[src/include/ctw_params.svh]
// Register map, field positions, reset values and timing counts of the core timer
`ifndef CTW_PARAMS_SVH
`define CTW_PARAMS_SVH

// Register indices; byte address is four times the index
`define CTW_IDX_CTRL_STATUS 14'h0008
`define CTW_IDX_COUNT 14'h0009
`define CTW_IDX_WDOG_SERVICE 14'h1ff0

// Control and status field positions
`define CTW_BIT_OVF_FLAG 7
`define CTW_BIT_PER_FLAG 6
`define CTW_BIT_OVF_EN 5
`define CTW_BIT_PER_EN 4
`define CTW_BIT_OVF_CLR 3
`define CTW_BIT_PER_CLR 2
`define CTW_BIT_RATE_HI 1
`define CTW_BIT_RATE_LO 0
`define CTW_BIT_WDOG_SERVICE 0

`define CTW_RATE_RESET 2'h3

// Chain layout: prescaler, visible counter, stages up to the periodic clock, tap stages
`define CTW_CHAIN_W 17
`define CTW_PRESCALE_W 2
`define CTW_COUNT_LSB 2
`define CTW_OVF_TOP 9
`define CTW_PER_BASE_TOP 13
`define CTW_WDOG_W 3

// Power-on hold in bus cycles, watchdog reset pulse length in bus cycles
`define CTW_POR_CYCLES 4064
`define CTW_WDOG_PULSE_CYCLES 4

`endif

[src/include/ctw_pkg.sv]
// Types shared by the core timer
`default_nettype none
package ctw_pkg;

    typedef struct packed {
        logic ovf_en;
        logic per_en;
        logic [1:0] rate;
    } ctw_ctrl_type;

    typedef struct packed {
        logic ovf;
        logic per;
    } ctw_flags_type;

    typedef enum logic [1:0] {
        CTW_SEL_NONE,
        CTW_SEL_CTRL,
        CTW_SEL_COUNT,
        CTW_SEL_WDOG
    } ctw_sel_type;

    typedef enum {
        CTW_ST_POR,
        CTW_ST_RUN,
        CTW_ST_WDRST
    } ctw_state_type;

endpackage : ctw_pkg
`default_nettype wire

[src/core/ctw_timer.sv]
// Core timer with overflow, periodic interrupt and watchdog behind an AHB-Lite slave
`include "ctw_params.svh"
`default_nettype none
module ctw_timer
    import ctw_pkg::*;
#(
    parameter bit WATCHDOG_PRESENT = 1'b1,
    parameter bit STOP_ENABLED = 1'b1,
    parameter int POR_CYCLES = `CTW_POR_CYCLES
) (
    input wire logic hclk,
    input wire logic hresetn,
    input wire logic hsel,
    input wire logic [31:0] haddr,
    input wire logic [1:0] htrans,
    input wire logic hwrite,
    input wire logic [2:0] hsize,
    input wire logic [31:0] hwdata,
    input wire logic hready,
    output logic hreadyout,
    output logic hresp,
    output logic [31:0] hrdata,
    output logic irq_req,
    input wire logic cpu_wait,
    output logic cpu_wake,
    input wire logic stop_exec,
    output logic stop_enter,
    output logic sys_reset_n,
    input wire logic reset_pin_in,
    output logic reset_pin_out,
    output logic reset_pin_oe_n
);

    ////////////////////////////////////////////////////////////////////////////
    // Helpers

    // True when all chain bits up to and including top are ones
    function automatic logic chain_carry(input logic [`CTW_CHAIN_W-1:0] chain, input int top);
        logic res;
        res = 1'b1;
        for (int i = 0; i < `CTW_CHAIN_W; i++) begin
            if (i <= top) begin
                res = res & chain[i];
            end
        end
        return res;
    endfunction : chain_carry

    function automatic ctw_sel_type reg_decode(input logic [31:0] addr);
        ctw_sel_type sel;
        sel = CTW_SEL_NONE;
        if (addr[31:16] == 16'h0000 && addr[1:0] == 2'h0) begin
            case (addr[15:2])
                `CTW_IDX_CTRL_STATUS: sel = CTW_SEL_CTRL;
                `CTW_IDX_COUNT: sel = CTW_SEL_COUNT;
                `CTW_IDX_WDOG_SERVICE: sel = CTW_SEL_WDOG;
                default: sel = CTW_SEL_NONE;
            endcase
        end
        return sel;
    endfunction : reg_decode

    ////////////////////////////////////////////////////////////////////////////
    // Declarations

    ctw_state_type state_reg;
    logic [12:0] por_cnt_reg;
    logic [2:0] pulse_cnt_reg;
    logic [`CTW_CHAIN_W-1:0] chain_reg;
    logic [`CTW_WDOG_W-1:0] wdog_reg;
    ctw_ctrl_type ctrl_reg;
    ctw_flags_type flags_reg;
    logic wr_pend_reg;
    logic rd_pend_reg;
    ctw_sel_type sel_reg;
    logic hreadyout_reg;
    logic [31:0] hrdata_reg;
    logic irq_reg;
    logic wake_reg;
    logic stop_reg;
    logic sys_reset_n_reg;
    logic reset_oe_n_reg;

    logic addr_phase;
    logic ext_reset;
    logic dev_clear;
    logic chain_clear;
    logic prescale_tick;
    logic ovf_tick;
    logic tap_tick;
    logic wdog_timeout;
    logic ctrl_write;
    logic wdog_service;
    logic por_done;
    logic [1:0] flag_set;
    logic [1:0] flag_clr;
    logic [7:0] ctrl_rd;

    ////////////////////////////////////////////////////////////////////////////
    // Reset sequencing

    assign ext_reset = ~reset_pin_in;
    assign por_done = (por_cnt_reg == 13'(POR_CYCLES - 1));
    // Device logic is held clear during power-on, external and watchdog reset
    assign dev_clear = (state_reg != CTW_ST_RUN) | ext_reset;
    // Chain runs during power-on and is cleared once more when it ends
    assign chain_clear = (state_reg == CTW_ST_POR && por_done)
        | (state_reg == CTW_ST_WDRST) | (state_reg == CTW_ST_RUN && ext_reset);

    always_ff @(posedge hclk or negedge hresetn) begin
        if (!hresetn) begin
            state_reg <= CTW_ST_POR;
            por_cnt_reg <= 13'h0000;
            pulse_cnt_reg <= 3'h0;
        end else begin
            case (state_reg)
                CTW_ST_POR: begin
                    por_cnt_reg <= por_cnt_reg + 13'h0001;
                    if (por_done) begin
                        state_reg <= CTW_ST_RUN;
                    end
                end
                CTW_ST_RUN: begin
                    if (wdog_timeout) begin
                        state_reg <= CTW_ST_WDRST;
                        pulse_cnt_reg <= 3'h0;
                    end
                end
                CTW_ST_WDRST: begin
                    pulse_cnt_reg <= pulse_cnt_reg + 3'h1;
                    if (pulse_cnt_reg == 3'(`CTW_WDOG_PULSE_CYCLES - 1)) begin
                        state_reg <= CTW_ST_RUN;
                    end
                end
                default: state_reg <= CTW_ST_POR;
            endcase
        end
    end

    always_ff @(posedge hclk or negedge hresetn) begin
        if (!hresetn) begin
            sys_reset_n_reg <= 1'b0;
            reset_oe_n_reg <= 1'b1;
        end else begin
            sys_reset_n_reg <= ~dev_clear & ~(state_reg == CTW_ST_RUN && wdog_timeout);
            // Pin pulled low for the whole pulse so an emulator sees it
            reset_oe_n_reg <= ~((state_reg == CTW_ST_RUN && wdog_timeout)
                | (state_reg == CTW_ST_WDRST
                && pulse_cnt_reg != 3'(`CTW_WDOG_PULSE_CYCLES - 1)));
        end
    end

    ////////////////////////////////////////////////////////////////////////////
    // Timer chain: one binary counter, each divider stage is a carry enable

    assign prescale_tick = chain_carry(chain_reg, `CTW_PRESCALE_W - 1);
    assign ovf_tick = chain_carry(chain_reg, `CTW_OVF_TOP);
    // Tap picks how many of the periodic stages must carry
    assign tap_tick = chain_carry(chain_reg, `CTW_PER_BASE_TOP + int'(ctrl_reg.rate));

    always_ff @(posedge hclk or negedge hresetn) begin
        if (!hresetn) begin
            chain_reg <= '0;
        end else if (chain_clear) begin
            chain_reg <= '0;
        end else begin
            // No gating by wait mode: chain always advances
            chain_reg <= chain_reg + `CTW_CHAIN_W'(1);
        end
    end

    ////////////////////////////////////////////////////////////////////////////
    // Watchdog final stage

    assign wdog_timeout = WATCHDOG_PRESENT && tap_tick && (wdog_reg == 3'h7);

    always_ff @(posedge hclk or negedge hresetn) begin
        if (!hresetn) begin
            wdog_reg <= 3'h0;
        end else if (chain_clear || wdog_service) begin
            // Service clears only this stage, the chain keeps its phase
            wdog_reg <= 3'h0;
        end else if (tap_tick) begin
            // No enable input: it cannot be stopped by software or wait mode
            wdog_reg <= wdog_reg + 3'h1;
        end
    end

    ////////////////////////////////////////////////////////////////////////////
    // AHB-Lite slave: writes zero wait, reads one wait so the preceding write is seen

    assign addr_phase = hsel && hready && htrans[1];
    assign ctrl_write = wr_pend_reg && (sel_reg == CTW_SEL_CTRL);
    assign wdog_service = wr_pend_reg && (sel_reg == CTW_SEL_WDOG)
        && !hwdata[`CTW_BIT_WDOG_SERVICE];

    always_ff @(posedge hclk or negedge hresetn) begin
        if (!hresetn) begin
            wr_pend_reg <= 1'b0;
            rd_pend_reg <= 1'b0;
            sel_reg <= CTW_SEL_NONE;
            hreadyout_reg <= 1'b1;
        end else begin
            wr_pend_reg <= addr_phase && hwrite;
            rd_pend_reg <= addr_phase && !hwrite;
            hreadyout_reg <= !(addr_phase && !hwrite);
            if (addr_phase) begin
                sel_reg <= reg_decode(haddr);
            end
        end
    end

    always_comb begin
        ctrl_rd = 8'h00;
        ctrl_rd[`CTW_BIT_OVF_FLAG] = flags_reg.ovf;
        ctrl_rd[`CTW_BIT_PER_FLAG] = flags_reg.per;
        ctrl_rd[`CTW_BIT_OVF_EN] = ctrl_reg.ovf_en;
        ctrl_rd[`CTW_BIT_PER_EN] = ctrl_reg.per_en;
        ctrl_rd[`CTW_BIT_RATE_HI:`CTW_BIT_RATE_LO] = ctrl_reg.rate;
    end

    always_ff @(posedge hclk or negedge hresetn) begin
        if (!hresetn) begin
            hrdata_reg <= 32'h0000_0000;
        end else if (rd_pend_reg) begin
            case (sel_reg)
                CTW_SEL_CTRL: hrdata_reg <= {24'h00_0000, ctrl_rd};
                CTW_SEL_COUNT: hrdata_reg <= {24'h00_0000,
                    chain_reg[`CTW_OVF_TOP:`CTW_COUNT_LSB]};
                default: hrdata_reg <= 32'h0000_0000;
            endcase
        end
    end

    ////////////////////////////////////////////////////////////////////////////
    // Control bits and flags

    always_ff @(posedge hclk or negedge hresetn) begin
        if (!hresetn) begin
            ctrl_reg <= '{ovf_en: 1'b0, per_en: 1'b0, rate: `CTW_RATE_RESET};
        end else if (dev_clear) begin
            ctrl_reg <= '{ovf_en: 1'b0, per_en: 1'b0, rate: `CTW_RATE_RESET};
        end else if (ctrl_write) begin
            ctrl_reg.ovf_en <= hwdata[`CTW_BIT_OVF_EN];
            ctrl_reg.per_en <= hwdata[`CTW_BIT_PER_EN];
            ctrl_reg.rate <= hwdata[`CTW_BIT_RATE_HI:`CTW_BIT_RATE_LO];
        end
    end

    assign flag_set = {ovf_tick, tap_tick};
    assign flag_clr = {ctrl_write && hwdata[`CTW_BIT_OVF_CLR],
        ctrl_write && hwdata[`CTW_BIT_PER_CLR]};

    // Flag bits written by software are ignored; a set in the clearing cycle wins
    for (genvar g = 0; g < 2; g++) begin : g_flag
        always_ff @(posedge hclk or negedge hresetn) begin
            if (!hresetn) begin
                flags_reg[g] <= 1'b0;
            end else if (dev_clear) begin
                flags_reg[g] <= 1'b0;
            end else if (flag_set[g]) begin
                flags_reg[g] <= 1'b1;
            end else if (flag_clr[g]) begin
                flags_reg[g] <= 1'b0;
            end
        end
    end

    ////////////////////////////////////////////////////////////////////////////
    // CPU side requests

    always_ff @(posedge hclk or negedge hresetn) begin
        if (!hresetn) begin
            irq_reg <= 1'b0;
            wake_reg <= 1'b0;
            stop_reg <= 1'b0;
        end else begin
            irq_reg <= (flags_reg.ovf & ctrl_reg.ovf_en) | (flags_reg.per & ctrl_reg.per_en);
            wake_reg <= cpu_wait & ((flags_reg.ovf & ctrl_reg.ovf_en)
                | (flags_reg.per & ctrl_reg.per_en));
            // With stop disabled the instruction simply does nothing
            stop_reg <= stop_exec & STOP_ENABLED;
        end
    end

    assign hreadyout = hreadyout_reg;
    assign hresp = 1'b0;
    assign hrdata = hrdata_reg;
    assign irq_req = irq_reg;
    assign cpu_wake = wake_reg;
    assign stop_enter = stop_reg;
    assign sys_reset_n = sys_reset_n_reg;
    assign reset_pin_out = 1'b0;
    assign reset_pin_oe_n = reset_oe_n_reg;
endmodule : ctw_timer
`default_nettype wire

[config.mk]
export PLATFORM = sky130hd
export DESIGN_NAME = ctw_timer
export DESIGN_NICKNAME = d
export VERILOG_FILES = /design/src/include/ctw_pkg.sv /design/src/core/ctw_timer.sv
export VERILOG_INCLUDE_DIRS = /design/src /design/src/include
export SDC_FILE = /design/constraint.sdc
export NUM_CORES = 1
export LEC_CHECK = 0
export BUFFER_PORTS_ARGS = -buffer_cell sky130_fd_sc_hd__buf_2
export CAP_MARGIN = 20
export CORE_MARGIN = 2
export CORE_UTILIZATION = 35
export CTS_CLUSTER_DIAMETER = 40
export DETAILED_ROUTE_END_ITERATION = 12
export PLACE_DENSITY = 0.67
export SLEW_MARGIN = 20
export SYNTH_ARGS = -nofsm -noshare
export SYNTH_HDL_FRONTEND = slang
export SYNTH_SLANG_ARGS = --single-unit
export TNS_END_PERCENT = 20
[constraint.sdc]
create_clock -name hclk -period 4.9 [get_ports hclk]
set_input_delay 0.245 -clock hclk [delete_from_list [all_inputs] [get_ports hclk]]
set_output_delay 0.245 -clock hclk [all_outputs]
set_load 0.02 [all_outputs]
# Word-level counts from Yosys, hierarchy flattened
# Index checks and enable logic that the tools add are counted.
[word_totals]
reg_bits = 116
out_inout_bits = 40
[classes]
add_sub_neg = 5
magnitude_cmp = 17
n_eq_ne = 18
mux = 37
bitwise = 38
n_reduce_logical = 30
[ops]
columns = ["operator", "count"]
rows = [
  ["two-way mux 32 bit", 3],
  ["case mux 32 bit (3 select lines)", 1],
  ["equality test 32 x 2 -> 1 bit (second input constant)", 2],
  ["logical NOT 32 bit", 2],
  ["<= comparator 4 x 5 -> 1 bit (first input constant)", 8],
  ["equality test 32 x 1 -> 1 bit (second input constant)", 1],
  ["equality test 32 x 3 -> 1 bit (second input constant)", 1],
  ["!= test 32 x 2 -> 1 bit (second input constant)", 1],
  ["AND 1 bit", 29],
  ["equality test 14 x 4 -> 1 bit (second input constant)", 2],
  ["two-way mux 1 bit", 23],
  ["<= comparator 3 x 5 -> 1 bit (first input constant)", 4],
  ["adder 17 x 1 -> 17 bit (second input constant)", 1],
  ["two-way mux 17 bit", 1],
  ["logical NOT 16 bit", 1],
  ["case mux 8 bit (2 select lines)", 1],
  ["logical AND 1 bit", 15],
  ["equality test 14 x 13 -> 1 bit (second input constant)", 1],
  ["adder 13 x 1 -> 13 bit (second input constant)", 1],
  ["equality test 13 x 12 -> 1 bit (second input constant)", 1],
  ["<= comparator 1 x 5 -> 1 bit (first input constant)", 2],
  ["<= comparator 2 x 5 -> 1 bit (first input constant)", 2],
  ["two-way mux 3 bit", 3],
  ["two-way mux 4 bit", 2],
  ["21 further kinds", 37],
]

# Longest topological paths before layout
# Gate-level depths: netlist of the first run.
[logic_depth]
depth_word = 39
depth_mapped = 7

# Least setup slack after synthesis of the first run
# OpenSTA, ideal clock, no wires.
[synth_timing]
kind = "register to register"
from = "register ctrl_reg, in the netlist ctrl_rd[0]"
to = "register wdog_reg[0]"
arrival_ps = 1965
setup_slack_ps = 2858
path_stages_with_launch = 7
period_less_slack_ps = 2042
cell_sequence = "dfstp_2 > ha_1 > nor2b_1 > a21boi_1 > or4_4 > or3_1 > a21oi_1"
[synth_between]
elab_chain_len = 36
elab_cells_between_ends = 52
cone_classes = "add/sub: 1; order compare: 17; mux: 17; bitwise: 16; reduce/logical: 1"
[synth_rtl]
columns = ["item", "line_no", "text"]
rows = [
  ["start: declaration", "ctw_timer.sv:71", "ctw_ctrl_type ctrl_reg;"],
  ["start signal: assignment", "ctw_timer.sv:240", "ctrl_reg <= '{ovf_en: 1'b0, per_en: 1'b0, rate: `CTW_RATE_RESET};"],
  ["start signal: assignment", "ctw_timer.sv:242", "ctrl_reg <= '{ovf_en: 1'b0, per_en: 1'b0, rate: `CTW_RATE_RESET};"],
  ["adder 4 x 2 -> 5 bit (no line) (*)", "--", ""],
  ["<= comparator 1 x 5 -> 1 bit", "ctw_timer.sv:42", "if (i <= top) begin"],
  ["two-way mux 1 bit", "ctw_timer.sv:42", ""],
  ["AND 1 bit", "ctw_timer.sv:43", "res = res & chain[i];"],
  ["two-way mux 1 bit", "ctw_timer.sv:42", ""],
  ["AND 1 bit", "ctw_timer.sv:43", ""],
  ["two-way mux 1 bit", "ctw_timer.sv:42", ""],
  ["AND 1 bit", "ctw_timer.sv:43", ""],
  ["[... 20 more ...]", "--", ""],
  ["two-way mux 1 bit", "ctw_timer.sv:42", ""],
  ["AND 1 bit", "ctw_timer.sv:43", ""],
  ["two-way mux 1 bit", "ctw_timer.sv:42", ""],
  ["AND 1 bit", "ctw_timer.sv:43", ""],
  ["two-way mux 1 bit", "ctw_timer.sv:42", ""],
  ["AND 1 bit", "ctw_timer.sv:43", ""],
  ["two-way mux 1 bit (*)", "ctw_timer.sv:42", ""],
  ["nonzero test 2 bit (no line) (*)", "--", ""],
  ["end signal: assignment", "ctw_timer.sv:185", "wdog_reg <= wdog_reg + 3'h1;"],
  ["end: declaration", "ctw_timer.sv:70", "logic [`CTW_WDOG_W-1:0] wdog_reg;"],
]
# Every way passes the cells marked *; elsewhere a longest branch is shown, timed or not.
# A chain may end at the register's enable or synchronous reset.

# Worst setup path after layout of the first run
[layout_timing]
from = "register ctrl_reg, in the netlist ctrl_rd[0]"
to = "register state_reg[0]"
[layout_between]
elab_chain_len = 38
elab_cells_between_ends = 54
cone_classes = "add/sub: 1; order compare: 17; eq/ne: 1; mux: 17; bitwise: 16; reduce/logical: 2"
[layout_rtl]
columns = ["item", "line_no", "text"]
rows = [
  ["adder 4 x 2 -> 5 bit (no line) (*)", "--", ""],
  ["<= comparator 1 x 5 -> 1 bit", "ctw_timer.sv:42", ""],
  ["two-way mux 1 bit", "ctw_timer.sv:42", ""],
  ["AND 1 bit", "ctw_timer.sv:43", ""],
  ["two-way mux 1 bit", "ctw_timer.sv:42", ""],
  ["AND 1 bit", "ctw_timer.sv:43", ""],
  ["two-way mux 1 bit", "ctw_timer.sv:42", ""],
  ["AND 1 bit", "ctw_timer.sv:43", ""],
  ["[... 22 more ...]", "--", ""],
  ["two-way mux 1 bit", "ctw_timer.sv:42", ""],
  ["AND 1 bit", "ctw_timer.sv:43", ""],
  ["two-way mux 1 bit", "ctw_timer.sv:42", ""],
  ["AND 1 bit", "ctw_timer.sv:43", ""],
  ["two-way mux 1 bit (*)", "ctw_timer.sv:42", ""],
  ["logical AND 1 bit (*)", "ctw_timer.sv:175", "assign wdog_timeout = WATCHDOG_PRESENT && tap_tick && (wdog_reg == 3'h7);"],
  ["!= test 2 bit (no line) (*)", "--", ""],
  ["AND reduction 3 bit (no line) (*)", "--", ""],
  ["end signal: assignment", "ctw_timer.sv:112", "state_reg <= CTW_ST_POR;"],
  ["end signal: assignment", "ctw_timer.sv:120", "state_reg <= CTW_ST_RUN;"],
  ["end signal: assignment", "ctw_timer.sv:125", "state_reg <= CTW_ST_WDRST;"],
  ["end: declaration", "ctw_timer.sv:66", "ctw_state_type state_reg;"],
]
# Marked as above.

==> results of run 1 <==
-- power groups by stage --
stage	Combinational [mW]	Clock, mW	Sequential, mW
after floorplan	0.0406	0	0.527
after global placement	0.0568	0	0.527
after detailed placement	0.0580	0	0.527
after CTS	0.0587	0.423	0.517
after global routing	0.0650	0.442	0.518
final	0.0582	0.411	0.517
-- Yosys cell counts (2+ instances only) --
cell type and n:
a211oi_1 3, a21oi_1 11, a22o_1 3, a22oi_1 6
a31oi_1 2, and3_1 3, buf_4 26, clkbuf_1 7
dfrtp_1 58, dfstp_2 4, ha_1 15, inv_1 19
mux2i_1 3, nand2_1 17, nand2b_1 6, nand3_1 22
nand4_1 8, nand4b_1 2, nor2_1 26, nor2b_1 5
nor3_1 5, nor4_1 8, o21ai_0 9, o22ai_1 7
or3_1 5, xnor2_1 12, xor2_1 12
-- path summary, 6_finish.rpt --
| path | start | to | slack [ns] | cells after the start |
|---|---|---|---|---|
| setup / recovery | ctrl_rd[0] | state_reg[0] | 2.60 | 6 |
| hold / removal | hresetn | cpu_wake | 0.06 | 2 |
| setup reg to reg | ctrl_rd[0] | state_reg[0] | 2.60 | 6 |
| hold reg to reg | chain_reg[0] | chain_reg[0] | 0.46 | 1 |
| max in group asynchronous | hresetn | chain_reg[2] | 4.34 | 2 |
| min in group hclk | reset_pin_in | ctrl_rd[1] | 0.11 | 2 |
-- kinds of logic (layout without fill, tap and decap cells) --
group,Yosys count,count (layout)
other,1,26
xor gates and xnor gates,24,24
AOI/OAI and AO/OA,48,48
adders and majority gates,15,15
buffers and inverters,52,97
muxes,4,4
DFF,62,62
and+or+nand+nor,116,116
-- routing by layer --
metal  GRT usage  wire length [um]  up-vias
met5           0                 0        -
met4      0.0527                84        0
met3      0.0387               268       11
met2       0.223              3160       58
met1       0.175              3040     1191
li1            -                 -     1199
-- worst max-delay path, stage by stage (launching register included) --
cell	delay [ns]
dfstp_2	0.63
ha_1	0.22
nor2b_1	0.18
a21boi_1	0.10
nor4_1	0.73
nand3_1	0.17
o2bb2ai_1	0.16
-- area by class of cell --
cell class	instances	area (sq um)
repair buffers	62	318
clock inverters	6	45.0
well taps	108	135
multi-input cells	233	1450
inverters	19	71.3
clock buffers	10	138
flip-flops and latches	62	1560
fillers	879	5090
-- repair_timing --
action                                  4_1_cts  5_1_grt
resized for setup                             0        0
hold endpoints to repair                      1        0
hold buffers                                  1        0
endpoints found under the setup margin        0        0
==> results.json, run 1 <==
{
  "status": "finished clean",
  "final_area_sq_mm": 0.00372,
  "die-area_sq_mm": 0.00995,
  "synth_top_family_by_area": "simple AND/OR/NAND/NOR gates",
  "via_per_inst": 4.92,
  "cts_max_path_buffers": 2,
  "synth_edf_count": 0,
  "ys_warn_count": 0,
  "post-cts-setup-buffers": 0,
  "drive_gt1_frac": 0.219,
  "cap_viol_max_count": 0,
  "cts_buffers": 9,
  "grt_antenna_before_repair": 0,
  "post-route-min-period_ns": 2.30,
  "p_leak_nw": 1.72,
  "place_hpwl_um": 4760,
  "critPathArrivalTime_ns": 2.52,
  "pin_count": 117,
  "rows": 34,
  "area_growth_pct": 15.8,
  "p_per_area_mw_per_mm2": 265,
  "cts_tree": "yes",
  "finalSetupViolations": 0,
  "cellInternalPower_mw": 0.734,
  "yosys.area_share.xor_xnor": 0.0655,
  "drt-initial-drc-count": 84,
  "clock_latency_ns": 0.34,
  "grt_start_max_net_pins": 63,
  "synth_top_area_frac": 0.452,
  "final-instance-count-excl-fill": 500,
  "synthFlopType": "dfrtp_1",
  "yosysUniqueCellTypes": 45,
  "p_seq_frac": 0.525,
  "initial_core_util": 0.364,
  "async_reset_ff_frac": 1.00,
  "swShare": 0.256,
  "synthSimpleGateAreaFrac": 0.190,
  "worst-endpoint-required_ns": 5.13,
  "clkSinkCount": 62,
  "die_w_um": 99.8,
  "synth-seq-cells": 62,
  "final_hold_viol_count": 0,
  "fp.coreArea_sq_mm": 0.00881,
  "final_cell_mix": "60 x buf_2, 58 x dfrtp_1, 26 x nor2_1, 26 x conb_1, 22 x nand3_1",
  "diodes": 0,
  "whs_ns": 0.0635,
  "drt-wirelength-per-cell_um": 13.1,
  "combinationalPowerShare": 0.059,
  "synth_area_per_cell_sq_um": 9.97,
  "synth.largest_area_cell": "dfrtp_1",
  "finClkSkew_ns": 0.00855,
  "drtAntennaViolNets": 0,
  "grt_pass1_vias": 2392,
  "fmax_mhz": 436,
  "synthCells": 322,
  "crit_type": "reg2reg",
  "crit_path_end_kind": "register",
  "wl_um": 6550,
  "ys_seq_area_frac": 0.485,
  "hold_path_class": "in2async",
  "critPathLaunchType": "register",
  "portBuffers": 60,
  "clkPwrFrac": 0.416,
  "drc": 0,
  "rsz0062_at_grt": "false",
  "cts-root-buf": "clkbuf_8",
  "fin_nets": 479,
  "path_clk_slew_ns": 0.07,
  "grt_pass1_wl_um": 11000,
  "dp.cells": 483,
  "synth_mux_area_frac": 0.0129,
  "vdd_drop_max_mv": 0.120,
  "grt_usage": 0.138,
  "vias": 2459,
  "overflow": 0,
  "fin_tns_setup_ns": 0,
  "pre_cts_slack_ns": 2.64,
  "largest_reg_flops": 17,
  "htree_num_levels": 3,
  "drtPass1Iterations": 4,
  "synthAdderAreaFrac": 0.0585,
  "tightest_slew_ns": 0.817,
  "synth_compound_area_frac": 0.0959,
  "placed_cell_area_sq_mm": 0.00352,
  "syn_area_sq_mm": 0.00321,
  "die_y_um": 99.8,
  "fin_total_pwr_mw": 0.986,
  "final-max-slew-violation-count": 0,
  "finish.utilization": 0.422,
  "synth.area.top_cells": "dfrtp_1 45%, buf_4 6.1%, ha_1 5.8%, nand3_1 3.4%, dfstp_2 3.3%",
  "relSlewSlack": 0.451,
  "crit_fanout": 7,
  "p_sw_mw": 0.252,
  "gp_congestion": 0.808,
  "setup_slack_ns": 2.60,
  "final_common_cell": "buf_2",
  "final.period_utilization": 0.468
}
Power figures use the tool's default switching activity.
==> inputs of run 2 (changes only) <==
==> constraint.sdc (replaced) <==
create_clock -name hclk -period 2.3 [get_ports hclk]
set_input_delay 0.115 -clock hclk [delete_from_list [all_inputs] [get_ports hclk]]
set_output_delay 0.115 -clock hclk [all_outputs]
set_load 0.02 [all_outputs]
==> results.json, run 2 (same netlist as run 1, synthesis figures left out) <==
{
  "critPathArrivalTime_ns": 2.46,
  "reg2regPathDepth": 6,
  "rsz0062_at_grt": "false",
  "grt_antenna_before_repair": 0,
  "relSlewSlack": 0.652,
  "fp.coreArea_sq_mm": 0.00881,
  "clkSinkCount": 62,
  "htree_num_levels": 3,
  "cts_max_path_buffers": 2,
  "grt_pass1_wl_um": 11400,
  "finish.utilization": 0.431,
  "vias": 2482,
  "post-route-min-period_ns": 2.18,
  "drt-wirelength-per-cell_um": 13.1,
  "holdPathStages": 3,
  "die_w_um": 99.8,
  "final_cell_mix": "60 x buf_2, 58 x dfrtp_1, 26 x nor2_1, 26 x conb_1, 22 x nand3_1",
  "rows": 34,
  "portBuffers": 60,
  "path_clk_slew_ns": 0.07,
  "finClkSkew_ns": 0.00937,
  "initial_core_util": 0.364,
  "grt_pass1_vias": 2518,
  "grt_usage": 0.145,
  "cap_viol_max_count": 0,
  "fin_tns_setup_ns": 0,
  "tightest_slew_ns": 0.517,
  "area_growth_pct": 18.2,
  "drtAntennaViolNets": 0,
  "p_leak_nw": 1.76,
  "final_hold_viol_count": 0,
  "final.period_utilization": 0.947,
  "wl_um": 6690,
  "drtPass1Iterations": 4,
  "largest_reg_flops": 17,
  "overflow": 0,
  "worst-endpoint-required_ns": 2.58,
  "final_common_cell": "buf_2",
  "place_hpwl_um": 5050,
  "critPathLaunchType": "register",
  "die_y_um": 99.8,
  "drt-initial-drc-count": 68,
  "vdd_drop_max_mv": 0.242,
  "crit_fanout": 6,
  "gp_congestion": 0.853,
  "crit_path_end_kind": "register",
  "status": "finished clean",
  "p_per_area_mw_per_mm2": 539,
  "pin_count": 117,
  "via_per_inst": 4.87,
  "cts_buffers": 9,
  "clock_latency_ns": 0.34,
  "placed_cell_area_sq_mm": 0.00356,
  "hold_path_class": "in2reg",
  "cts-root-buf": "clkbuf_8",
  "finalSetupViolations": 0,
  "fmax_mhz": 459,
  "crit_type": "reg2reg",
  "grt_start_max_net_pins": 30,
  "fin_nets": 489,
  "diodes": 0,
  "final_area_sq_mm": 0.00379,
  "cts_tree": "yes",
  "die-area_sq_mm": 0.00995,
  "drc": 0,
  "drive_gt1_frac": 0.229,
  "final-max-slew-violation-count": 0
}
run 2: changes by cell type in the layout (fill, tap and decap cells not counted), sizes merged:
cell,previous run,this run
buf,61,67
clkbuf,10,11
clkinv,4,5
dlygate4sd3,1,5
inv,21,19
run 2: routing by layer:
layer | track usage | wire (um) | share of wire
met2 | 0.235 | 3240 | 0.48
met5 | 0 | 0 | 0
met4 | 0.0464 | 95 | 0.014
met1 | 0.182 | 3020 | 0.45
met3 | 0.0499 | 339 | 0.051
run 2: power by group:
group / leakage, nW / switching (mW) / internal (mW) / total (mW)
Clock: 0.0872 / 0.416 / 0.393 / 0.809
Combinational: 0.862 / 0.0870 / 0.0451 / 0.132
Sequential: 0.813 / 0.00504 / 1.10 / 1.10
Total: 1.76 / 0.508 / 1.54 / 2.04
run 2: metrics by stage:
stage	hold WS, ns	instances	setup slack, ns	power (mW)
after CTS	0.0202	509	0.0683	2.08
after detailed placement	0.0621	488	0.0938	1.25
after global placement	0.0524	488	0.161	1.25
final	0.0380	510	0.121	2.04
after global routing	0.0279	510	0.0192	2.16
after floorplan	-0.181	347	0.258	1.21
run 2: final timing paths:
check / start / endpoint / slack, ns
max: ctrl_rd[0] / state_reg[1] / 0.12
min reg2reg: por_cnt_reg[12] / por_cnt_reg[12] / 0.46
max in group asynchronous: hresetn / hreadyout / 1.30
max reg2reg: ctrl_rd[0] / state_reg[1] / 0.12
min: hwdata[4] / ctrl_rd[4] / 0.04
min in group asynchronous: hresetn / pulse_cnt_reg[1] / 0.23
run 2: area by class of cell:
| cell class | count | area, sq um |
|---|---|---|
| fillers | 857 | 5010 |
| flip-flops and latches | 62 | 1560 |
| multi-input cells | 233 | 1460 |
| repair buffers | 72 | 403 |
| well taps | 108 | 135 |
| clock buffers | 11 | 131 |
| inverters | 19 | 71.3 |
| clock inverters | 5 | 36.3 |
run 2: timing repair:
action / CTS / global route
endpoints found under the hold margin: 21 / 0
hold buffers: 5 / 0
resized for setup: 0 / 2
buffers inserted: 0 / 1
endpoints found under the setup margin: 0 / 5
run 2: critical path: stages, from the launching register on:
cell	delay (ns)
dfstp_2	0.59
ha_1	0.21
nor2b_2	0.17
a21boi_1	0.08
or4_4	0.58
nor3_2	0.33
or2_2	0.17
